[src/p8t_cfg.svh]
// timing constants of the pipelined 8051 instruction timing block
// assumes inclusion by bare name from the design modules
`ifndef P8T_CFG_SVH
`define P8T_CFG_SVH
`define P8T_MAX_CYC 4'h8
`define P8T_MIN_CYC 4'h1
`define P8T_MUL_CYC 4'h4
`define P8T_DIV_CYC 4'h8
`define P8T_IND_EXTRA 4'h1
`define P8T_TAKEN_EXTRA 4'h1
`define P8T_PEAK_MHZ 24
`endif

[src/p8t_pkg.sv]
// types shared by the instruction timing modules
// assumes nothing of its surroundings
package p8t_pkg;
  typedef logic [1:0] p8t_len_t;
  typedef logic [3:0] p8t_cyc_t;
  typedef enum logic [2:0] {
    P8T_CLS_PLAIN,
    P8T_CLS_BRANCH,
    P8T_CLS_IND_ARITH,
    P8T_CLS_MUL,
    P8T_CLS_DIV
  } p8t_cls_t;
endpackage

[src/p8t_core.sv]
// issue and cycle accounting for a pipelined 8051 core
// assumes opcodes arrive from program memory logic on i_mclk with a valid/ready handshake,
// and that the branch outcome is presented together with the branch opcode
`timescale 1ns/1ns
`include "p8t_cfg.svh"

// Notes on behaviour
// - every opcode is decoded to its standard 8051 length and a timing class.
// - timing is counted in single clock cycles with no machine cycle.
// - most instructions take one or two clocks and none takes more than eight.
// - the instruction set holds 109 instructions spread over one to eight clocks.
// - a plain instruction takes as many clocks as it has program bytes.
// - a conditional branch not taken finishes one clock sooner than when taken.
// - the core runs at clock rates up to 24 MHz for 24 MIPS peak.
// - add and add with carry take one byte for register and indirect, two otherwise.
// - subtract with borrow uses the same byte counts as add.
module p8t_core
  import p8t_pkg::*;
#(
  parameter p8t_pkg::p8t_cyc_t MUL_CYC = `P8T_MUL_CYC,
  parameter p8t_pkg::p8t_cyc_t DIV_CYC = `P8T_DIV_CYC
)
(
  // clock and reset
  input wire logic i_mclk,
  input wire logic i_rst_n,
  // opcode fetch
  input wire logic i_op_valid,
  input wire logic [7:0] i_op_byte,
  input wire logic i_br_taken,
  output logic o_op_ready,
  // issue report
  output logic o_issue,
  output p8t_pkg::p8t_len_t o_bytes,
  output p8t_pkg::p8t_cyc_t o_cycles,
  output logic o_retire
);
  import p8t_pkg::*;

  p8t_len_t dec_len;
  p8t_cls_t dec_cls;
  p8t_cyc_t next_cycles;
  p8t_cyc_t remain;
  logic accept;

  p8t_opc_class u_class
  (
    .i_opcode(i_op_byte),
    .o_len(dec_len),
    .o_cls(dec_cls)
  );

  // plain cycles come from bytes, so a 24 MHz clock gives 24 MIPS on one-byte plain code
  always_comb
  begin
    next_cycles = {2'h0, dec_len};
    unique case (dec_cls)
      P8T_CLS_PLAIN:
        next_cycles = {2'h0, dec_len};
      P8T_CLS_BRANCH:
      begin
        // the outcome rides with the opcode, so the extra clock is known at issue
        if (i_br_taken)
        begin
          next_cycles = 4'({2'h0, dec_len} + `P8T_TAKEN_EXTRA);
        end
        else
        begin
          next_cycles = {2'h0, dec_len};
        end
      end
      P8T_CLS_IND_ARITH:
        next_cycles = 4'({2'h0, dec_len} + `P8T_IND_EXTRA);
      P8T_CLS_MUL:
        next_cycles = MUL_CYC;
      P8T_CLS_DIV:
        next_cycles = DIV_CYC;
    endcase
    if (next_cycles > `P8T_MAX_CYC)
    begin
      next_cycles = `P8T_MAX_CYC;
    end
  end

  // the last cycle of an instruction overlaps the next fetch
  assign o_op_ready = (remain <= `P8T_MIN_CYC);
  assign accept = i_op_valid && o_op_ready;
  assign o_retire = (remain == `P8T_MIN_CYC);

  always_ff @(posedge i_mclk or negedge i_rst_n)
  begin
    if (!i_rst_n)
    begin
      remain <= 4'h0;
    end
    else if (accept)
    begin
      remain <= next_cycles;
    end
    else if (remain != 4'h0)
    begin
      remain <= remain - 4'h1;
    end
  end

  always_ff @(posedge i_mclk or negedge i_rst_n)
  begin
    if (!i_rst_n)
    begin
      o_issue <= 1'b0;
      o_bytes <= 2'h0;
      o_cycles <= 4'h0;
    end
    else
    begin
      o_issue <= accept;
      if (accept)
      begin
        o_bytes <= dec_len;
        o_cycles <= next_cycles;
      end
    end
  end

  // helper state for the timing checks below; the issue logic never reads it
  p8t_cyc_t age;
  p8t_cls_t run_cls;
  logic run_tkn;

  always_ff @(posedge i_mclk or negedge i_rst_n)
  begin
    if (!i_rst_n)
    begin
      age <= 4'h0;
    end
    else if (accept)
    begin
      age <= 4'h1;
    end
    else if (age != 4'h0 && age != 4'hf)
    begin
      age <= age + 4'h1; // saturates so a long idle spell cannot wrap back into range
    end
  end

  always_ff @(posedge i_mclk or negedge i_rst_n)
  begin
    if (!i_rst_n)
    begin
      run_cls <= P8T_CLS_PLAIN;
      run_tkn <= 1'b0;
    end
    else if (accept)
    begin
      run_cls <= dec_cls;
      run_tkn <= i_br_taken;
    end
  end
endmodule

[src/p8t_opc_class.sv]
// opcode length and timing class lookup
// assumes a standard 8051 opcode byte at its input; purely combinational
`timescale 1ns/1ns
module p8t_opc_class
  import p8t_pkg::*;
(
  // opcode
  input wire logic [7:0] i_opcode,
  // decode
  output p8t_pkg::p8t_len_t o_len,
  output p8t_pkg::p8t_cls_t o_cls
);
  always_comb
  begin
    o_len = 2'h1;
    casez (i_opcode)
      8'h02, 8'h12, 8'h10, 8'h20, 8'h30, 8'h43, 8'h53, 8'h63, 8'h75, 8'h85, 8'h90, 8'hb4, 8'hb5,
      8'hb6, 8'hb7, 8'b1011_1???, 8'hd5:
        o_len = 2'h3;
      8'b????_0001, 8'h40, 8'h50, 8'h60, 8'h70, 8'h80, 8'h24, 8'h25, 8'h34, 8'h35, 8'h44, 8'h45,
      8'h54, 8'h55, 8'h64, 8'h65, 8'h72, 8'h74, 8'h76, 8'h77, 8'b0111_1???, 8'h82, 8'h86, 8'h87,
      8'b1000_1???, 8'h92, 8'h94, 8'h95, 8'ha0, 8'ha2, 8'ha6, 8'ha7, 8'b1010_1???, 8'hb0, 8'hb2,
      8'hc0, 8'hc2, 8'hc5, 8'hd0, 8'hd2, 8'b1101_1???, 8'he5, 8'hf5, 8'h05, 8'h15, 8'h42, 8'h52,
      8'h62:
        o_len = 2'h2;
      default:
        o_len = 2'h1;
    endcase
  end

  always_comb
  begin
    o_cls = P8T_CLS_PLAIN;
    casez (i_opcode)
      8'h10, 8'h20, 8'h30, 8'h40, 8'h50, 8'h60, 8'h70, 8'b1011_01??, 8'b1011_1???, 8'hd5,
      8'b1101_1???:
        o_cls = P8T_CLS_BRANCH;
      8'h26, 8'h27, 8'h36, 8'h37, 8'h96, 8'h97:
        o_cls = P8T_CLS_IND_ARITH;
      8'ha4:
        o_cls = P8T_CLS_MUL;
      8'h84:
        o_cls = P8T_CLS_DIV;
      default:
        o_cls = P8T_CLS_PLAIN;
    endcase
  end
endmodule

[config.mk]
export PLATFORM = sky130hd
export DESIGN_NAME = p8t_core
export DESIGN_NICKNAME = d
export VERILOG_FILES = /design/src/p8t_pkg.sv /design/src/p8t_core.sv /design/src/p8t_opc_class.sv
export VERILOG_INCLUDE_DIRS = /design/src
export SDC_FILE = /design/constraint.sdc
export NUM_CORES = 1
export LEC_CHECK = 0
export CORE_UTILIZATION = 53
export DETAILED_ROUTE_END_ITERATION = 6
export DONT_BUFFER_PORTS = 1
export PLACE_DENSITY = 0.68
export SETUP_SLACK_MARGIN = 0.15
export SYNTH_ARGS = -nofsm -noshare
export SYNTH_HDL_FRONTEND = slang
export SYNTH_SLANG_ARGS = --single-unit
[constraint.sdc]
create_clock -name i_mclk -period 1.9 [get_ports i_mclk]
set_input_delay 0.095 -clock i_mclk [delete_from_list [all_inputs] [get_ports i_mclk]]
set_output_delay 0.095 -clock i_mclk [all_outputs]
set_load 0.005 [all_outputs]
Yosys cells after proc, flatten, opt, wreduce, memory -nomap -nowiden
Index checks and enable logic that the tools add are counted.

Register bits after elaboration: 11. Latch bits: 0. RAM bits: 0. Memory bits (read-only): 0. Input bits: 12. Output and inout bits: 9. Logic and storage cells: 102. Memories: 0.

$add $sub $neg: 2. $mul: 0. Div/mod/pow operators: 0. Order comparisons: 2. Equal/unequal tests: 79. Shifts and indexed selects: 0. Multiplexer cells: 7. Bitwise gates (word level): 0. Reduce and logical (&&, ||, !) cells: 8.

Operators with widths (number): 8-bit == test, second input constant (31); 8-bit by 7-bit == test with 1-bit output, second input constant (21); 8-bit by 6-bit == test with 1-bit output, second input constant (10); 48-bit OR reduction (1); 8-bit by 5-bit == test with 1-bit output, second input constant (3); 5-bit == test, second input constant (4); 4-bit one-hot mux with 5 select lines (1); 17-bit OR reduction (1); 4-bit two-way mux (3); 3-bit one-hot mux with 4 select lines (1); 11-bit OR reduction (1); 4-bit by 1-bit == test with 1-bit output, second input constant (2); 8-bit by 2-bit == test with 1-bit output, second input constant (1); 8-bit by 3-bit == test with 1-bit output, second input constant (1); 3-bit by 2-bit == test with 1-bit output, second input constant (2); 6-bit == test, second input constant (1); 6-bit OR reduction (1); 5-bit by 4-bit == test with 1-bit output, second input constant (1); 4-bit greater-than comparator, second input constant (1); 4-bit by 1-bit <= comparator with 1-bit output, second input constant (1); 2-bit one-hot mux with 2 select lines (1); 4-bit nonzero test (1); 4-bit by 1-bit subtractor with 4-bit output, second input constant (1); 2-bit by 1-bit adder with 3-bit output, second input constant (1); other kinds (6) (6).

Longest topological paths before layout
Gate-level depths: netlist of run 1.

Depth in word-level cells: 9. Mapped depth: 9. Depth with buffers taken out: 7.

By module
Synthesis of run 1 repeated with hierarchy kept, for this count alone.

Cell total of the unflattened synthesis: 153. Area, all modules: 1233.7 um^2.

By module, submodules not included: p8t_core (times used 1, cells an instance 64, area an instance 666.9 um^2, sequential area each 275.3 um^2); p8t_opc_class (times used 1, cells an instance 89, area an instance 566.8 um^2, sequential area each 0.0 um^2).

Worst setup path before layout of run 1
No wires, ideal clock.

Path type: in2reg. Start: in i_op_byte[5]. End: reg remain[0]. Setup time: 86 ps. Arrival: 1567 ps. Data required time: 1814 ps. Slack: 248 ps. Cell stages on the path: 8. Path buffers: 1. Path through: buf_2 nor4b_2 a21oi_1 o311a_1 and4_4 and2_4 mux2_4 o221ai_2.

Word-level cells in the longest chain between the ends: 9. Elaborated cells between the ends (all ways): 90. Those cells by class: add/sub: 1; order compare: 1; eq/ne: 77; mux: 6; reduce/logical: 5.

RTL lines: start, declared (RTL line p8t_core.sv:29) `input wire logic [7:0] i_op_byte,`; 8-bit == test, or another cell as far along (RTL line p8t_opc_class.sv:16) `casez (i_opcode)`; 48-bit OR reduction or 17-bit OR reduction (tied branches) (RTL line p8t_opc_class.sv:16); 2-bit one-hot mux with 2 select lines (RTL line p8t_opc_class.sv:16); 2-bit by 1-bit adder with 3-bit output (no source line); 3-bit two-way mux (RTL line p8t_core.sv:63) `if (i_br_taken)`; 4-bit one-hot mux with 5 select lines * (RTL line p8t_core.sv:57) `unique case (dec_cls)`; 4-bit greater-than comparator (no source line); 4-bit two-way mux * (RTL line p8t_core.sv:79) `` if (next_cycles > `P8T_MAX_CYC) ``; 4-bit two-way mux * (RTL line p8t_core.sv:96) `else if (accept)`; end signal, assigned (RTL line p8t_core.sv:98) `remain <= next_cycles;`; end signal, assigned (RTL line p8t_core.sv:102) `remain <= remain - 4'h1;`; end, declared (RTL line p8t_core.sv:43) `p8t_cyc_t remain;`.

Mark *: on every way between the ends. The rest lies on a longest branch, timed or not. A chain may end at the register's enable or synchronous reset.

Final worst setup path of run 1
Start: reg remain[0]. End: reg remain[1].

Word-level cells in the longest chain between the ends: 3. Elaborated cells between the ends (all ways): 7. Those cells by class: add/sub: 1; order compare: 1; mux: 2; reduce/logical: 3.

RTL lines: 4-bit by 1-bit <= comparator with 1-bit output (no source line) *; net o_op_ready (RTL line p8t_core.sv:31) `output logic o_op_ready,`; 1-bit logical AND * (RTL line p8t_core.sv:87) `assign accept = i_op_valid && o_op_ready;`; net accept (RTL line p8t_core.sv:44) `logic accept;`; 4-bit two-way mux or 2-bit nonzero test (tied branches).

The timed path passes the listed nets; every way through them passes the cells marked *. The select of a mux whose other input is x is not followed.

==> results of run 1 <==
==> synthesized netlist by cell type, drive strengths merged (2+ instances only) <==
master,count,area (sq um)
nand3b,4,30.03
o21ai,9,45.04
inv,3,11.26
nor2,11,43.80
a21o,3,22.52
o31ai,4,35.03
buf,10,58.81
dfrtp,11,275.3
and2,2,15.02
nand2,20,75.07
nor4,3,33.78
nand4bb,2,22.52
nand2b,5,33.78
nand3,3,15.01
nor2b,3,18.77
or4,2,15.01
nor3,7,35.03
nor4b,5,50.04
xnor2,2,17.52
ha,2,25.02
a21oi,9,48.80
==> registers in the layout, indices dropped and copies added, names as in the netlist <==
signal	cells
o_issue	1
o_cycles	4
remain	4
o_bytes	2
==> how the worst max path moves through the flow <==
stage                               start                    end  slack (ns)  cells after the start
finish              remain[0]$_DFFE_PN0P_  remain[1]$_DFFE_PN0P_        0.30                      7
global route        remain[0]$_DFFE_PN0P_  remain[1]$_DFFE_PN0P_        0.21                      7
CTS                 remain[0]$_DFFE_PN0P_  remain[0]$_DFFE_PN0P_        0.23                      7
detailed placement           i_op_byte[3]  remain[0]$_DFFE_PN0P_        0.22                      7
global placement             i_op_byte[3]  remain[0]$_DFFE_PN0P_        0.23                      7
floorplan                    i_op_byte[5]  remain[0]$_DFFE_PN0P_        0.25                      8
==> power by group through the flow <==
| stage | clock network (W) | registers (W) | logic, W |
|---|---|---|---|
| 2_1_floorplan | 0 | 0.000398 | 0.000384 |
| 3_3_place_gp | 0 | 0.000417 | 0.000423 |
| 3_5_place_dp | 0 | 0.000422 | 0.000433 |
| 4_1_cts | 0.000157 | 0.000417 | 0.000442 |
| 5_1_grt | 0.000166 | 0.000429 | 0.000496 |
| 6_report | 0.000156 | 0.000417 | 0.000440 |
==> final cells by class <==
cell class	count	area, sq um
inverter	3	11.26
sequential	11	275.3
multi-input combinational	118	782.0
timing repair buffer	2	17.52
clock buffer	4	26.28
fill	200	835.8
tap	27	33.78
==> logic make-up (layout without fill, tap and decap cells) <==
logic type | Yosys count | after routing | share of synthesized area [%]
and+or+nand+nor | 73 | 73 | 38.62
AOI/OAI and AO/OA | 38 | 38 | 23.64
buffers and inverters | 14 | 9 | 6.548
DFF | 11 | 11 | 24.42
xor gates and xnor gates | 3 | 3 | 2.331
adders and majority gates | 2 | 2 | 2.219
muxes | 2 | 2 | 2.219
==> metrics by stage <==
step	instance area, sq um	utilization [%]
after floorplan	1127	-
after global placement	1106	55.81
after detailed placement	1106	55.81
after CTS	1142	57.64
after global routing	1146	57.83
final	1146	57.83
==> layer usage <==
layer / wire, um / GRT usage, %
met5: 0 / 0
met4: 24 / 10.56
met3: 105 / 2.963
met2: 1434 / 44.32
met1: 1086 / 32.14
==> what timing repair did <==
action	CTS	global route
endpoints found under the hold margin	11	0
resized for setup	0	1
hold buffers	1	0
setup endpoints to repair	0	1
==> impl_metrics.env, run 1 <==
export IMPL_outcome="completed"
export IMPL_synth_cell_area_sq_um=1127
export IMPL_wl_per_cell_um=16.06
export IMPL_firstDrtPassIters=5
export IMPL_layout_commonest_cell="nand2_1"
export IMPL_cp_arrival_ns=1.80
export IMPL_die_w_um=48.12
export IMPL_drv_slew=0
export IMPL_cts_num_sinks=11
export IMPL_hold_start="i_op_valid"
export IMPL_clkPwrFrac_pct=15.4
export IMPL_synth_fp_nets=157
export IMPL_max_freq_mhz=624.4
export IMPL_place_ws_ns=0.2200
export IMPL_fin_tns_setup_ns=0
export IMPL_path_clk_slew_ns=0.07
export IMPL_antenna_found_initial=0
export IMPL_dpl_hpwl_mm=1.949
export IMPL_setup_ws_ns=0.2985
export IMPL_avgSynthCellArea_sq_um=7.883
export IMPL_drcViolationCount=0
export IMPL_drt_iter0_drc=29
export IMPL_p_sw_share_pct=38.37
export IMPL_area_growth_pct=1.665
export IMPL_hold_class="input port to flop"
export IMPL_avgViaCountPerCell=6.467
export IMPL_slowest_delay_ns=0.44
export IMPL_period_share_pct=84.29
export IMPL_htree_levels=1
export IMPL_cts_root_buf="clkbuf_4"
export IMPL_yosysUniqueCellTypes=54
export IMPL_synth_edf_count=0
export IMPL_rsz0062_at_grt="no"
export IMPL_die_h_um=48.12
export IMPL_track_usage_pct=25.61
export IMPL_required_ns=2.10
export IMPL_skew_ns=0.004262
export IMPL_fin_nets=153
export IMPL_p_total_w=0.001012
export IMPL_synthFlopType="dfrtp_1"
export IMPL_finish_cell_count_without_fillers=165
export IMPL_hold_depth=2
export IMPL_cpMaxStageDelayCell="dfrtp_1"
export IMPL_grt_overflow=0
export IMPL_combPwrFrac_pct=43.5
export IMPL_ys_seq_area_share_pct=24.42
export IMPL_worst_pin_slew_ns=0.4802
export IMPL_die_area_sq_um=2316
export IMPL_min_to="o_issue$_DFF_PN0_"
export IMPL_io_pins=21
export IMPL_p_leak_nw=0.4321
export IMPL_drt_total_wl_mm=2.650
export IMPL_holdWs_ns=0.05752
export IMPL_fin_crit_ns=1.601
export IMPL_cap_violations=0
export IMPL_start_util_pct=56.88
export IMPL_reg2reg_from="remain[0]$_DFFE_PN0P_"
export IMPL_fp_coreArea_sq_um=1982
export IMPL_cts_tree="done"
export IMPL_crit_path_frequent_cell="inv_1"
export IMPL_maxSlewHeadroom_pct=67.88
export IMPL_pwr_share_seq_pct=41.2
export IMPL_dp_cells=160
export IMPL_crit_chain="inv_1 > ha_1 > o21a_1 > nand2_1 > inv_1 > a221o_1 > o21ai_1"
export IMPL_setup_violations=0
export IMPL_ys_ff_latch=11
export IMPL_ys_warn_count=0
export IMPL_mostFrequentLayoutCells="20 x nand2_1, 11 x dfrtp_1, 10 x nor2_1"
export IMPL_cp_max_fo=5
export IMPL_r2r_setup_slack_ns=0.30
export IMPL_grt_pass1_vias=966
export IMPL_via_count=1067
export IMPL_p_int_w=0.0006238
export IMPL_cts_buffer_depth=2
export IMPL_post_cts_setup_buffer_count=0
export IMPL_netlist_instances=143
export IMPL_ir_drop_v=0.0005180
export IMPL_r2r_cells=7
export IMPL_path_buf_inv=2
export IMPL_gp_congestion=0.8638
export IMPL_grt_max_degree=20
export IMPL_placementRows=16
export IMPL_grt_pass1_wl_mm=4.174
export IMPL_async_reset_ff_share_pct=100.0
export IMPL_switching_power_w=0.0003883
export IMPL_end_kind="flop"
export IMPL_power_density_nw_per_um2=883.1
export IMPL_cts_made_buffers=3
export IMPL_critPathKind="flop to flop"
export IMPL_crit_path_start_kind="flop"
export IMPL_antenna_left=0
export IMPL_drive_gt1_share_pct=10.87
export IMPL_hold_viol=0
export IMPL_r2r_end="remain[1]$_DFFE_PN0P_"
export IMPL_io_buffers=0
export IMPL_cp_top_family="compound AO/OA/AOI/OAI gates"
export IMPL_n_antenna_cell=0
export IMPL_clock_latency_ns=0.27
No activity file was read; power rests on OpenSTA's default activity.
==> run 2, diff against run 1 <==
--- a/config.mk
+++ b/config.mk
@@ -9,7 +9,7 @@
 export CORE_UTILIZATION = 53
 export DETAILED_ROUTE_END_ITERATION = 6
 export DONT_BUFFER_PORTS = 1
-export PLACE_DENSITY = 0.68
+export PLACE_DENSITY = 0.71
 export SETUP_SLACK_MARGIN = 0.15
 export SYNTH_ARGS = -nofsm -noshare
 export SYNTH_HDL_FRONTEND = slang
==> constraint.sdc (replaced) <==
create_clock -name i_mclk -period 1.4 [get_ports i_mclk]
set_input_delay 0.07 -clock i_mclk [delete_from_list [all_inputs] [get_ports i_mclk]]
set_output_delay 0.07 -clock i_mclk [all_outputs]
set_load 0.005 [all_outputs]
==> run 2 against run 1 <==
Net effect: the flow now finishes with violations (negative setup slack); hold slack got worse by 0.023 ns; first-iteration DRC count decreased by 31%; combinational power increased by 100%; cell area increased by 19%; utilization increased by 11 points; die area unchanged; global-route usage increased by 1.3 points; worst setup slack got worse by 0.31 ns; wire length increased by 8.8%; fmax increased by 14%; sequential power increased by 38%; highest routed layer unchanged.
==> impl_metrics.env, run 2 (same netlist as run 1, synthesis figures left out) <==
export IMPL_rsz0062_at_grt="yes"
export IMPL_maxSlewHeadroom_pct=68.33
export IMPL_antenna_left=0
export IMPL_grt_max_degree=20
export IMPL_end_kind="flop"
export IMPL_drt_iter0_drc=20
export IMPL_dp_cells=174
export IMPL_crit_path_start_kind="flop"
export IMPL_mostFrequentLayoutCells="19 x nand2_1, 17 x buf_4, 10 x dfrtp_1"
export IMPL_placed_cell_area_sq_um=1261
export IMPL_drive_gt1_share_pct=32.47
export IMPL_switching_power_w=0.0006529
export IMPL_cts_tree="done"
export IMPL_max_freq_mhz=709.2
export IMPL_ir_drop_v=0.0007151
export IMPL_setup_violations=1
export IMPL_fin_crit_ns=1.410
export IMPL_p_sw_share_pct=38.58
export IMPL_cts_buffer_depth=2
export IMPL_finish_cell_count_without_fillers=181
export IMPL_cts_root_buf="clkbuf_4"
export IMPL_hold_class="input port to flop"
export IMPL_die_w_um=48.12
export IMPL_cp_max_fo=4
export IMPL_skew_ns=0.008805
export IMPL_htree_levels=1
export IMPL_clock_latency_ns=0.27
export IMPL_placementRows=16
export IMPL_track_usage_pct=26.87
export IMPL_hold_viol=0
export IMPL_worst_pin_slew_ns=0.4734
export IMPL_critPathKind="flop to flop"
export IMPL_p_int_w=0.001040
export IMPL_firstDrtPassIters=4
export IMPL_drcViolationCount=0
export IMPL_dpl_hpwl_mm=2.135
export IMPL_cap_violations=0
export IMPL_cts_made_buffers=3
export IMPL_power_density_nw_per_um2=1238
export IMPL_n_antenna_cell=0
export IMPL_setup_ws_ns=-0.01012
export IMPL_area_growth_pct=21.31
export IMPL_via_count=1132
export IMPL_clkPwrFrac_pct=12.9
export IMPL_pwr_share_seq_pct=34.1
export IMPL_fin_nets=169
export IMPL_combPwrFrac_pct=53.1
export IMPL_biggestRegsByFlops="o_cycles x4, remain x4, o_bytes x2"
export IMPL_cts_num_sinks=11
export IMPL_start_util_pct=56.88
export IMPL_period_share_pct=100.7
export IMPL_final_cell_area_sq_um=1368
export IMPL_cp_arrival_ns=1.61
export IMPL_holdWs_ns=0.03448
export IMPL_grt_pass1_wl_mm=4.402
export IMPL_wl_per_cell_um=15.93
export IMPL_layout_commonest_cell="nand2_1"
export IMPL_io_pins=21
export IMPL_path_clk_slew_ns=0.07
export IMPL_io_buffers=0
export IMPL_fp_coreArea_sq_um=1982
export IMPL_drv_slew=0
export IMPL_p_leak_nw=0.5349
export IMPL_fin_tns_setup_ns=-0.01012
export IMPL_gp_congestion=0.8488
export IMPL_grt_overflow=0
export IMPL_violations="negative setup slack"
export IMPL_die_area_sq_um=2316
export IMPL_drt_total_wl_mm=2.884
export IMPL_outcome="complete, but fails checks"
export IMPL_required_ns=1.60
export IMPL_grt_pass1_vias=1059
export IMPL_die_h_um=48.12
export IMPL_antenna_found_initial=0
export IMPL_avgViaCountPerCell=6.254
## run 2: cell types whose count changed in the layout (fill, tap and decap cells not counted), sizes merged
cell  previous run  this run
buf              1        17
## run 2: layout make-up
cell class / count / area (sq um)
Clock buffer: 4 / 26.28
Fill cell: 152 / 614.3
Inverter: 3 / 13.76
Multi-Input combinational cell: 118 / 879.6
Sequential cell: 11 / 276.5
Tap cell: 27 / 33.78
Timing Repair Buffer: 18 / 137.6
## run 2: per-layer routing
metal  wire length [um]  track usage [%]  vias to the layer above
met5                  0                0                        -
met4                 95            13.33                        0
met3                 89            4.074                       11
met2               1515            49.19                       36
met1               1184            30.00                      534
li1                   -                -                      551
## run 2: final timing paths
check / from / end / slack (ns) / cells past startpoint
max reg2reg: remain[0]$_DFFE_PN0P_ / remain[1]$_DFFE_PN0P_ / -0.01 / 6
min: i_op_valid / remain[0]$_DFFE_PN0P_ / 0.03 / 3
max in group asynchronous: i_rst_n / remain[0]$_DFFE_PN0P_ / 0.87 / 1
min in group asynchronous: i_rst_n / remain[1]$_DFFE_PN0P_ / 0.19 / 1
min reg2reg: o_cycles[2]$_DFFE_PN0P_ / o_cycles[2]$_DFFE_PN0P_ / 0.50 / 1
max: remain[0]$_DFFE_PN0P_ / remain[1]$_DFFE_PN0P_ / -0.01 / 6
## run 2: power groups by stage
stage,clock (W),combinational (W),sequential [W]
after CTS,0.000217,0.000787,0.000560
after global routing,0.000226,0.000992,0.000599
after detailed placement,0,0.000768,0.000564
after global placement,0,0.000730,0.000553
after floorplan,0,0.000579,0.000541
final,0.000218,0.000898,0.000576
## run 2: through the flow
stage | power (W) | utilization [%] | worst slack [ns]
finish | 0.001692 | 69.00 | -0.01012
global route | 0.001816 | 69.00 | -0.06822
CTS | 0.001564 | 66.22 | -0.02477
detailed placement | 0.001332 | 63.64 | -0.2232
global placement | 0.001284 | 63.64 | -0.1621
floorplan | 0.001120 | - | -0.1281
## run 2: what timing repair did
item                       4_1_cts  5_1_grt
resized for setup                5        9
hold endpoints to repair        11        0
setup endpoints to repair       11       12
hold buffers                     1        0
setup buffers                    0        2
pin swaps                        6        3
## run 2: worst max-delay path, stage by stage (launching register included)
cell and delay, ns:
dfrtp_2 0.45, ha_4 0.17, o21a_1 0.22, nand2_4 0.10, inv_4 0.05, a221o_1 0.27
o21ai_1 0.08
